### config.mk
export PLATFORM = sky130hd
export DESIGN_NAME = fic_host
export DESIGN_NICKNAME = d
export VERILOG_FILES = /design/src/hw/fic_pkg.sv /design/src/hw/fic_host.sv
export VERILOG_INCLUDE_DIRS = /design/src /design/src/hw
export SDC_FILE = /design/constraint.sdc
export NUM_CORES = 1
export LEC_CHECK = 0
export ABC_CLOCK_PERIOD_IN_PS = 2400
export BUFFER_PORTS_ARGS = -buffer_cell sky130_fd_sc_hd__buf_2
export CORE_MARGIN = 1
export CORE_UTILIZATION = 56
export DETAILED_ROUTE_END_ITERATION = 12
export PLACE_DENSITY_LB_ADDON = 0.3
export SLEW_MARGIN = 10
export SYNTH_ARGS = -nofsm -noshare
export SYNTH_HDL_FRONTEND = slang
export SYNTH_SLANG_ARGS = --single-unit
### constraint.sdc
create_clock -name clk_i -period 2.4 [get_ports clk_i]
set_clock_uncertainty 0.1 [all_clocks]
set_input_delay 0.6 -clock clk_i [delete_from_list [all_inputs] [get_ports clk_i]]
set_output_delay 0.6 -clock clk_i [all_outputs]
set_load 0.05 [all_outputs]
### src/hw/fic_defs.svh
// constants of the flash identification and security-code host controller
`ifndef FIC_DEFS_SVH
`define FIC_DEFS_SVH
`define FIC_UNLOCK_ADDR1 15'h5555
`define FIC_UNLOCK_ADDR2 15'h2AAA
`define FIC_UNLOCK_DATA1 16'h00AA
`define FIC_UNLOCK_DATA2 16'h0055
`define FIC_CMD_ID_ENTRY 16'h0090
`define FIC_CMD_SEC_ENTRY 16'h0088
`define FIC_CMD_EXIT 16'h00F0
`define FIC_CMD_SEC_PROG 16'h00A5
`define FIC_CMD_SEC_LOCK 16'h0085
`define FIC_LOCK_DATA 16'h0000
`define FIC_TOGGLE_BIT 6
`define FIC_SETUP_CYC 4'h2
`define FIC_PULSE_CYC 4'h5
`define FIC_HOLD_CYC 4'h2
`define FIC_READ_CYC 4'h8
`define FIC_RST_CYC 8'h32
`define FIC_RST_REC_CYC 8'h14
`endif

### src/hw/fic_pkg.sv
// types of the flash identification and security-code host controller
package fic_pkg;
  typedef enum logic [2:0] {
    FIC_OP_READ,     // plain read at cmd_addr_i
    FIC_OP_ID_ENTRY,
    FIC_OP_SEC_ENTRY,
    FIC_OP_EXIT,
    FIC_OP_SEC_PROG, // security word program at cmd_addr_i
    FIC_OP_SEC_LOCK,
    FIC_OP_RESET
  } fic_op_t;

  typedef enum logic [2:0] {
    FIC_IDLE,
    FIC_SETUP,
    FIC_PULSE,
    FIC_HOLD,
    FIC_RD_WAIT,
    FIC_POLL,
    FIC_RST_LOW,
    FIC_RST_REC
  } fic_state_t;
endpackage

### src/hw/fic_host.sv
// host controller that drives the flash pins for id and security-code access
`include "fic_defs.svh"

module fic_host import fic_pkg::*; #(
  parameter int ADDR_W = 22 // address width, top_address_bit = ADDR_W-1
) (
  input wire logic clk_i, // 100 MHz clock
  input wire logic resetn_i, // async reset, active low
  input wire logic cmd_valid_i, // request strobe
  output logic cmd_ready_o, // controller idle
  input wire fic_op_t cmd_op_i, // requested operation
  input wire logic [ADDR_W-1:0] cmd_addr_i, // read or program address
  input wire logic [15:0] cmd_data_i, // program data
  output logic rsp_valid_o, // one-cycle completion pulse
  output logic [15:0] rsp_data_o, // read data
  output logic [ADDR_W-1:0] flash_addr_o, // address pins
  input wire logic [15:0] bidir_word_lines_i, // data pins in
  output logic [15:0] bidir_word_lines_o, // data pins out
  output logic bidir_word_lines_oe_o, // high while host drives data
  output logic flash_ce_n_o, // chip select, low active
  output logic flash_oe_n_o, // output gate, low active
  output logic flash_we_n_o, // write strobe, low active
  output logic flash_rst_n_o, // device reset, low active
  output logic flash_wp_n_o // boot guard, low protects
);
  // elaboration guard: the unlock offsets need 15 bits and the pins stop at 24
  if (ADDR_W < 16 || ADDR_W > 24) begin : g_bad_addr_w
    $error("fic_host: ADDR_W out of range");
  end

  typedef struct packed {
    fic_state_t st;
    fic_op_t op;
    logic [2:0] idx;
    logic [2:0] nwr;
    logic [3:0] cnt;
    logic [7:0] rcnt;
    logic [ADDR_W-1:0] addr;
    logic [ADDR_W-1:0] tgt; // command target; addr is reused for the unlock writes
    logic [15:0] wdat;
    logic [15:0] dout;
    logic oe;
    logic ce_n;
    logic oe_n;
    logic we_n;
    logic rst_n;
    logic poll;
    logic have_prev;
    logic [15:0] prev;
    logic [15:0] rdat;
    logic rsp;
    logic [15:0] s0;
    logic [15:0] s1;
  } fic_regs_t;

  fic_regs_t r;
  fic_regs_t next_r;

  // address and data of write number i of a command
  function automatic logic [ADDR_W+15:0] wr_word(input fic_op_t op, input logic [2:0] i,
                                                 input logic [ADDR_W-1:0] a,
                                                 input logic [15:0] d);
    logic [ADDR_W-1:0] ua1;
    logic [ADDR_W-1:0] ua2;
    ua1 = ADDR_W'(`FIC_UNLOCK_ADDR1);
    ua2 = ADDR_W'(`FIC_UNLOCK_ADDR2);
    unique case (i)
      3'h0: wr_word = {ua1, `FIC_UNLOCK_DATA1};
      3'h1: wr_word = {ua2, `FIC_UNLOCK_DATA2};
      3'h2: begin
        unique case (op)
          FIC_OP_ID_ENTRY: wr_word = {ua1, `FIC_CMD_ID_ENTRY};
          FIC_OP_SEC_ENTRY: wr_word = {ua1, `FIC_CMD_SEC_ENTRY};
          FIC_OP_SEC_PROG: wr_word = {ua1, `FIC_CMD_SEC_PROG};
          FIC_OP_SEC_LOCK: wr_word = {ua1, `FIC_CMD_SEC_LOCK};
          default: wr_word = {ua1, `FIC_CMD_EXIT};
        endcase
      end
      default: begin
        if (op == FIC_OP_SEC_LOCK) wr_word = {a, `FIC_LOCK_DATA};
        else wr_word = {a, d};
      end
    endcase
  endfunction

  // two-flop synchroniser on the data pins; only the second stage is read
  logic [15:0] din_meta;
  logic [15:0] din_sync;
  always_ff @(posedge clk_i or negedge resetn_i) begin
    if (!resetn_i) begin
      din_meta <= 16'h0000;
      din_sync <= 16'h0000;
    end else begin
      din_meta <= bidir_word_lines_i;
      din_sync <= din_meta;
    end
  end

  // next-state logic for all controller state
  always_comb begin
    logic [ADDR_W+15:0] w;
    w = '0;
    next_r = r;
    next_r.rsp = 1'b0;
    unique case (r.st)
      FIC_IDLE: begin
        next_r.ce_n = 1'b1;
        next_r.oe_n = 1'b1;
        next_r.we_n = 1'b1;
        next_r.oe = 1'b0;
        // nothing is taken while the device reset is still low, matching cmd_ready_o
        if (cmd_valid_i && r.rst_n) begin
          next_r.op = cmd_op_i;
          next_r.idx = 3'h0;
          next_r.cnt = 4'h0;
          next_r.addr = cmd_addr_i;
          next_r.tgt = cmd_addr_i;
          next_r.wdat = cmd_data_i;
          next_r.have_prev = 1'b0;
          unique case (cmd_op_i)
            FIC_OP_READ: begin
              next_r.ce_n = 1'b0;
              next_r.oe_n = 1'b0;
              next_r.st = FIC_RD_WAIT;
            end
            FIC_OP_RESET: begin
              next_r.rst_n = 1'b0;
              next_r.rcnt = 8'h00;
              next_r.st = FIC_RST_LOW;
            end
            default: begin
              next_r.nwr = (cmd_op_i == FIC_OP_SEC_PROG || cmd_op_i == FIC_OP_SEC_LOCK)
                           ? 3'h4 : 3'h3;
              next_r.st = FIC_SETUP;
            end
          endcase
        end
      end
      FIC_SETUP: begin
        // address and data settle before the strobe falls
        w = wr_word(r.op, r.idx, r.tgt, r.wdat);
        next_r.addr = w[ADDR_W+15:16];
        next_r.dout = w[15:0];
        next_r.oe = 1'b1;
        next_r.ce_n = 1'b0;
        next_r.oe_n = 1'b1;
        next_r.cnt = r.cnt + 4'h1;
        if (r.cnt == `FIC_SETUP_CYC) begin
          next_r.we_n = 1'b0;
          next_r.cnt = 4'h0;
          next_r.st = FIC_PULSE;
        end
      end
      FIC_PULSE: begin
        next_r.cnt = r.cnt + 4'h1;
        if (r.cnt == `FIC_PULSE_CYC) begin
          next_r.we_n = 1'b1; // the device latches data on this edge
          next_r.cnt = 4'h0;
          next_r.st = FIC_HOLD;
        end
      end
      FIC_HOLD: begin
        next_r.cnt = r.cnt + 4'h1;
        if (r.cnt == `FIC_HOLD_CYC) begin
          next_r.cnt = 4'h0;
          next_r.ce_n = 1'b1;
          next_r.oe = 1'b0; // data need not be held past the cycle
          next_r.idx = r.idx + 3'h1;
          if (r.idx + 3'h1 != r.nwr) begin
            next_r.st = FIC_SETUP;
          end else if (r.op == FIC_OP_SEC_PROG || r.op == FIC_OP_SEC_LOCK) begin
            // completion is seen by the toggle bit only, not data polling
            next_r.poll = 1'b1;
            next_r.ce_n = 1'b0;
            next_r.oe_n = 1'b0;
            next_r.st = FIC_RD_WAIT;
          end else begin
            next_r.rsp = 1'b1;
            next_r.st = FIC_IDLE;
          end
        end
      end
      FIC_RD_WAIT: begin
        next_r.cnt = r.cnt + 4'h1;
        if (r.cnt == `FIC_READ_CYC) begin
          next_r.cnt = 4'h0;
          next_r.ce_n = 1'b1;
          next_r.oe_n = 1'b1;
          if (r.poll) begin
            next_r.st = FIC_POLL;
          end else begin
            next_r.rdat = din_sync;
            next_r.rsp = 1'b1;
            next_r.st = FIC_IDLE;
          end
        end
      end
      FIC_POLL: begin
        // two reads with a steady toggle bit mean the write finished
        next_r.prev = din_sync;
        next_r.have_prev = 1'b1;
        if (r.have_prev &&
            (r.prev[`FIC_TOGGLE_BIT] == din_sync[`FIC_TOGGLE_BIT])) begin
          next_r.poll = 1'b0;
          next_r.rdat = din_sync;
          next_r.rsp = 1'b1;
          next_r.st = FIC_IDLE;
        end else begin
          next_r.ce_n = 1'b0;
          next_r.oe_n = 1'b0;
          next_r.st = FIC_RD_WAIT;
        end
      end
      FIC_RST_LOW: begin
        next_r.rcnt = r.rcnt + 8'h01;
        if (r.rcnt == `FIC_RST_CYC) begin
          next_r.rst_n = 1'b1;
          next_r.rcnt = 8'h00;
          next_r.st = FIC_RST_REC;
        end
      end
      FIC_RST_REC: begin
        next_r.rcnt = r.rcnt + 8'h01;
        if (r.rcnt == `FIC_RST_REC_CYC) begin
          next_r.rsp = 1'b1;
          next_r.st = FIC_IDLE;
        end
      end
      default: next_r.st = FIC_IDLE;
    endcase
  end

  // state register; the device is held in reset while the host is
  always_ff @(posedge clk_i or negedge resetn_i) begin
    if (!resetn_i) begin
      r <= '0;
      r.st <= FIC_IDLE;
      r.op <= FIC_OP_READ;
      r.ce_n <= 1'b1;
      r.oe_n <= 1'b1;
      r.we_n <= 1'b1;
      r.rst_n <= 1'b0;
    end else begin
      r <= next_r;
      if (r.st == FIC_IDLE && !r.rst_n) r.rst_n <= 1'b1;
    end
  end

  assign cmd_ready_o = (r.st == FIC_IDLE) && r.rst_n;
  assign rsp_valid_o = r.rsp;
  assign rsp_data_o = r.rdat;
  assign flash_addr_o = r.addr;
  assign bidir_word_lines_o = r.dout;
  assign bidir_word_lines_oe_o = r.oe; // never with the gate low
  assign flash_ce_n_o = r.ce_n;
  assign flash_oe_n_o = r.oe_n;
  assign flash_we_n_o = r.we_n;
  assign flash_rst_n_o = r.rst_n;
  assign flash_wp_n_o = 1'b1; // boot block left writable; no erase issued here
endmodule // fic_host

# Yosys cells after proc, flatten, opt, wreduce, memory -nomap -nowiden
# Cells that the tools add are included.
[word_totals]
register_bits = 163
latchBits = 0
mem_bits_rw = 0
mem_bits_ro = 0
in_bits = 60
output_inout_bits = 62
wordCells = 164
mem_count = 0
[op_classes]
addsub = 3
mul = 0
div = 0
magnitude_cmp = 0
n_eq_ne = 39
shifts = 0
muxes = 61
bitwise_logic = 1
reduce_logical = 38
[op_table]
columns = ["op", "n"]
rows = [
  ["$pmux W38 S3", 1],
  ["$mux W84", 1],
  ["$mux W17", 3],
  ["$pmux W22 S2", 1],
  ["$mux W3", 14],
  ["$pmux W16 S2", 1],
  ["$pmux W7 S4", 1],
  ["$eq A3 B3 Y1 const B", 9],
  ["$ne A2 B2 Y1 const B", 12],
  ["$pmux W3 S8", 1],
  ["$pmux W8 S3", 1],
  ["$mux W16", 1],
  ["$mux W8", 2],
  ["$pmux W4 S4", 1],
  ["$mux W1", 15],
  ["$eq A3 B2 Y1 const B", 4],
  ["$mux W2", 6],
  ["$mux W4", 3],
  ["$pmux W3 S2", 2],
  ["$reduce_and A3 Y1", 4],
  ["$reduce_and A4 Y1", 3],
  ["$reduce_bool A3 Y1", 4],
  ["$pmux W2 S5", 1],
  ["$reduce_and A2 Y1", 5],
  ["30 further kinds", 46],
]

# Logic depth before layout (Yosys ltp)
[logic_depth]
word_depth = 6
mapped_depth = 8
mapped_depth_nobuf = 7

# Least setup slack after synthesis
# Ideal clock, no wire load.
[synth_path]
path_kind = "register -> register"
from = "reg r[156] in the netlist's numbering"
to = "reg r (netlist bit flash_oe_n_o)"
setup_ns = 0.085
t_arrival_ns = 1.825
t_required_ns = 2.215
setup_slack_ns = 0.390
path_stages_with_launch = 8
n_path_buf = 0
synth_period_minus_slack_ns = 2.010
cell_sequence = "dfrtp_1 > inv_1 > ha_1 > or4b_1 > a21oi_1 > o21ai_1 > nor2b_1 > mux2_1"
[synth_via]
elab_chain_cells = 3
word_cells_on_any_way = 5
cone_classes = "eq/ne: 4; reduce/logical: 1"
[synth_lines]
columns = ["element", "line", "text"]
rows = [
  ["start, declared", "fic_host.sv:56", "fic_regs_t r;"],
  ["start signal, assigned", "fic_host.sv:244", "r <= next_r;"],
  ["$eq A4 B4 Y1 (no line) or $eq A4 B2 Y1 (tied branches)", "-", ""],
  ["$ne A2 B2 Y1 (no line)", "-", ""],
  ["$reduce_and A6 Y1 (no line) (*)", "-", ""],
]
# Every way passes the cells marked *; elsewhere a longest branch is shown, timed or not.
# A chain may end at the register's enable or synchronous reset.

# Worst setup path after layout
[layout_path]
from = "reg r[169] in the netlist's numbering"
to = "out cmd_ready_o"
[layout_via]
elab_chain_cells = 2
[layout_lines]
columns = ["element", "line", "text"]
rows = [
  ["$logic_not A3 Y1", "fic_host.sv:249", "assign cmd_ready_o = (r.st == FIC_IDLE) && r.rst_n;"],
  ["$logic_and A1 B1 Y1", "fic_host.sv:249", ""],
  ["end, declared", "fic_host.sv:10", "output logic cmd_ready_o,"],
]
# No other way between the ends.

==> metrics.csv <==
stage,metric,value,unit
place,place_area,7430,um2
finish,finish.utilization,0.669,
finish,final_area,8100,um2
floorplan,die_area,13000,um2
drt,vias,5250,
synth,syn_nets,777,
cts,clk_latency,0.43,ns
drt,vias_per_cell,5.49,
place,dp_hpwl,10400,um
worst_setup_path,worstSetupPathType,reg -> out,
drt,routed_wl,15500,um
sta,max_freq,435,MHz
drt,drt_iter0_drc,500,
synth,yosys_warnings,0,
global_route,grt_max_degree,69,
finish,diodes,0,
run_status,status,"complete, no violations",
sta,min_period,2.30,ns
finish,fillers,937,
floorplan,start_util,0.579,
sta,tns,0,ns
finish,drive_gt1_frac,0.249,
synth,syn_area,7020,um2
place,globalplace.congestion,0.889,
drt,wire_per_inst,16.2,um
worst_setup_path,reg2reg_from,r[163],
synth,yosys_register_bits,156,
pwr,finalPower,11.8,mW
synth,synth_ff_type,dfrtp_1,
pwr,peakVddDrop,0.000600,V
drt,ant_nets,0,
floorplan,io_pins,122,
sta,hold_slack,0.172,ns
synth,yosysUniqueCellTypes,63,
floorplan,die_y,114,um
global_route,grt_pass1_vias,5216,
drt,drtPass1Iterations,6,
run,max-cap-violations,0,
sta,worstMarginPinSlew,0.553,ns
pwr,powerDensity,1460,nW/um2
global_route,grtUsageTotal,0.255,
cts,cts_tree,built,
synth,ys_seq_area_frac,0.557,
sta,slew_headroom,0.630,
hold_path,min_from,bidir_word_lines_i[13],
worst_setup_path,cp.required,1.70,ns
floorplan,coreArea,12100,um2
synth,synth_cells,706,
finish,final_cell_mix,"nand2_1 (182), dfrtp_1 (152), buf_2 (119), a21oi_1 (52)",
hold_path,hold_class,in -> reg,
worst_setup_path,crit_path_start_kind,flop,
cts,cts_htree_levels,4,
synth,avgSynthCellArea,9.94,um2
cts,clk_path_buf_depth,2,
pwr,power.leakage,4.08,nW
drt,drcViolationCount,0,
cts,cts_root_buf,clkbuf_16,
sta,setup_viol,0,
global_route,grt-ovfl-total,0,
synth,ys_async_sr_fraction,1.00,
finish,fin_nets,846,
cts,cts-buffers-inserted,17,
finish,area_growth_syn_to_layout,15.5,%
sta,period_share,0.958,
synth,synth_edf_count,0,
sta,rsz0062_at_grt,no,
worst_setup_path,end_kind,output pin,
cts,clock_sinks,156,
worst_setup_path,crit_fanout,11,
finish,final_common_cell,nand2_1,
global_route,grt_antenna_before_repair,0,
floorplan,die_x,114,um
sta,hold_violations,0,
cts,clk_transition_reported_paths,0.06,ns
global_route,grt_pass1_wl,25400,um
floorplan,rows,40,
sta,report.final.slew_viol_count,0,
worst_setup_path,arrival,1.60,ns
place,place.port_buffers,120,
worst_setup_path,crit_start,r[169],
registers in the layout, indices dropped and copies added, names as in the netlist:
register,count
bidir_word_lines_o,16
bidir_word_lines_oe_o,1
din_meta,16
din_sync,16
flash_addr_o,22
flash_ce_n_o,1
flash_oe_n_o,1
flash_rst_n_o,1
flash_we_n_o,1
r,64
rsp_data_o,16
rsp_valid_o,1
logic make-up (layout without fill, tap and decap cells):
| family | count (synthesis) | in the layout | synth area share |
|---|---|---|---|
| buf+inv | 103 | 185 | 0.0893 |
| compound gates | 144 | 144 | 0.132 |
| other cells | 1 | 1 | 0.000534 |
| xor+xnor | 5 | 5 | 0.00820 |
| fa+ha+maj | 11 | 11 | 0.0196 |
| simple gates | 268 | 268 | 0.165 |
| flops | 156 | 156 | 0.557 |
| mux | 18 | 18 | 0.0289 |
layout make-up:
class | instances | area, um2 | share of cell area
Clock buffer | 21 | 470 | 0.0581
Clock inverter | 11 | 158 | 0.0195
Inverter | 15 | 56.3 | 0.00695
Multi-Input combinational cell | 447 | 2500 | 0.309
Sequential cell | 156 | 3910 | 0.482
Tap cell | 168 | 210 | 0.0259
Timing Repair Buffer | 138 | 795 | 0.0981
power by group:
| part | internal (mW) | total (mW) | switching (mW) |
|---|---|---|---|
| combinational | 1.43 | 4.78 | 3.35 |
| clock | 1.73 | 2.81 | 1.08 |
| sequential | 3.56 | 4.24 | 0.672 |
metrics by stage:
stage	worst slack, ns	std cells
5_1_grt	0.0336	956
4_1_cts	0.0176	955
6_report	0.100	956
3_5_place_dp	0.0274	922
2_1_floorplan	0.390	706
3_3_place_gp	0.139	922
Yosys cell counts (2+ instances only):
cell / n / area [um2]
nand2_1: 182 / 683
dfrtp_1: 153 / 3830
buf_4: 57 / 428
a21oi_1: 52 / 260
o21ai_0: 30 / 150
nor2_1: 29 / 109
o31ai_1: 16 / 120
buf_2: 15 / 75.1
clkbuf_1: 15 / 56.3
inv_1: 15 / 56.3
nand3_1: 15 / 75.1
ha_1: 11 / 138
mux2_1: 10 / 113
mux2_2: 8 / 90.1
nor3_1: 8 / 40.0
a22oi_1: 7 / 52.6
a31oi_1: 5 / 31.3
and2_1: 5 / 31.3
nand2b_1: 4 / 25.0
nor2b_1: 4 / 25.0
o21ai_1: 4 / 20.0
a21o_1: 3 / 22.5
a22o_1: 3 / 26.3
and3b_1: 3 / 26.3
dfstp_2: 3 / 78.8
a211o_1: 2 / 17.5
a221oi_1: 2 / 17.5
a221oi_2: 2 / 30.0
nand3b_1: 2 / 15.0
nor3b_1: 2 / 15.0
o211a_1: 2 / 20.0
o21ai_2: 2 / 17.5
o22ai_1: 2 / 12.5
or2_2: 2 / 12.5
xnor2_1: 2 / 17.5
xor2_1: 2 / 17.5
what timing repair did:
item                                    4_1_cts  5_1_grt
resized for setup                             1        2
pin swaps                                     0        1
setup buffers                                 0        1
endpoints found under the setup margin        1       17
hold buffers                                  1        0
hold endpoints to repair                     17        0
worst paths after layout:
| check | cells past startpoint | end | slack, ns |
|---|---|---|---|
| hold / removal | 1 | din_meta[13] | 0.17 |
| setup reg to reg | 7 | flash_oe_n_o | 0.13 |
| hold reg to reg | 0 | din_sync[11] | 0.25 |
| setup / recovery | 3 | cmd_ready_o | 0.10 |
| min in group asynchronous | 2 | rsp_data_o[12] | 0.56 |
| max in group asynchronous | 3 | bidir_word_lines_o[2] | 0.95 |
worst max-delay path, stage by stage (launching register included):
cell and delay [ns]:
dfrtp_2 0.50, nor3_4 0.26, and2_1 0.15, buf_2 0.26
metal layers:
layer / up-vias / GRT usage / part of all wire
li1: 2461 / - / -
met1: 2549 / 0.317 / 0.41
met2: 208 / 0.427 / 0.51
met3: 32 / 0.0643 / 0.061
met4: 0 / 0.106 / 0.023
met5: - / 0 / 0
(Power assumes the default switching activity.)
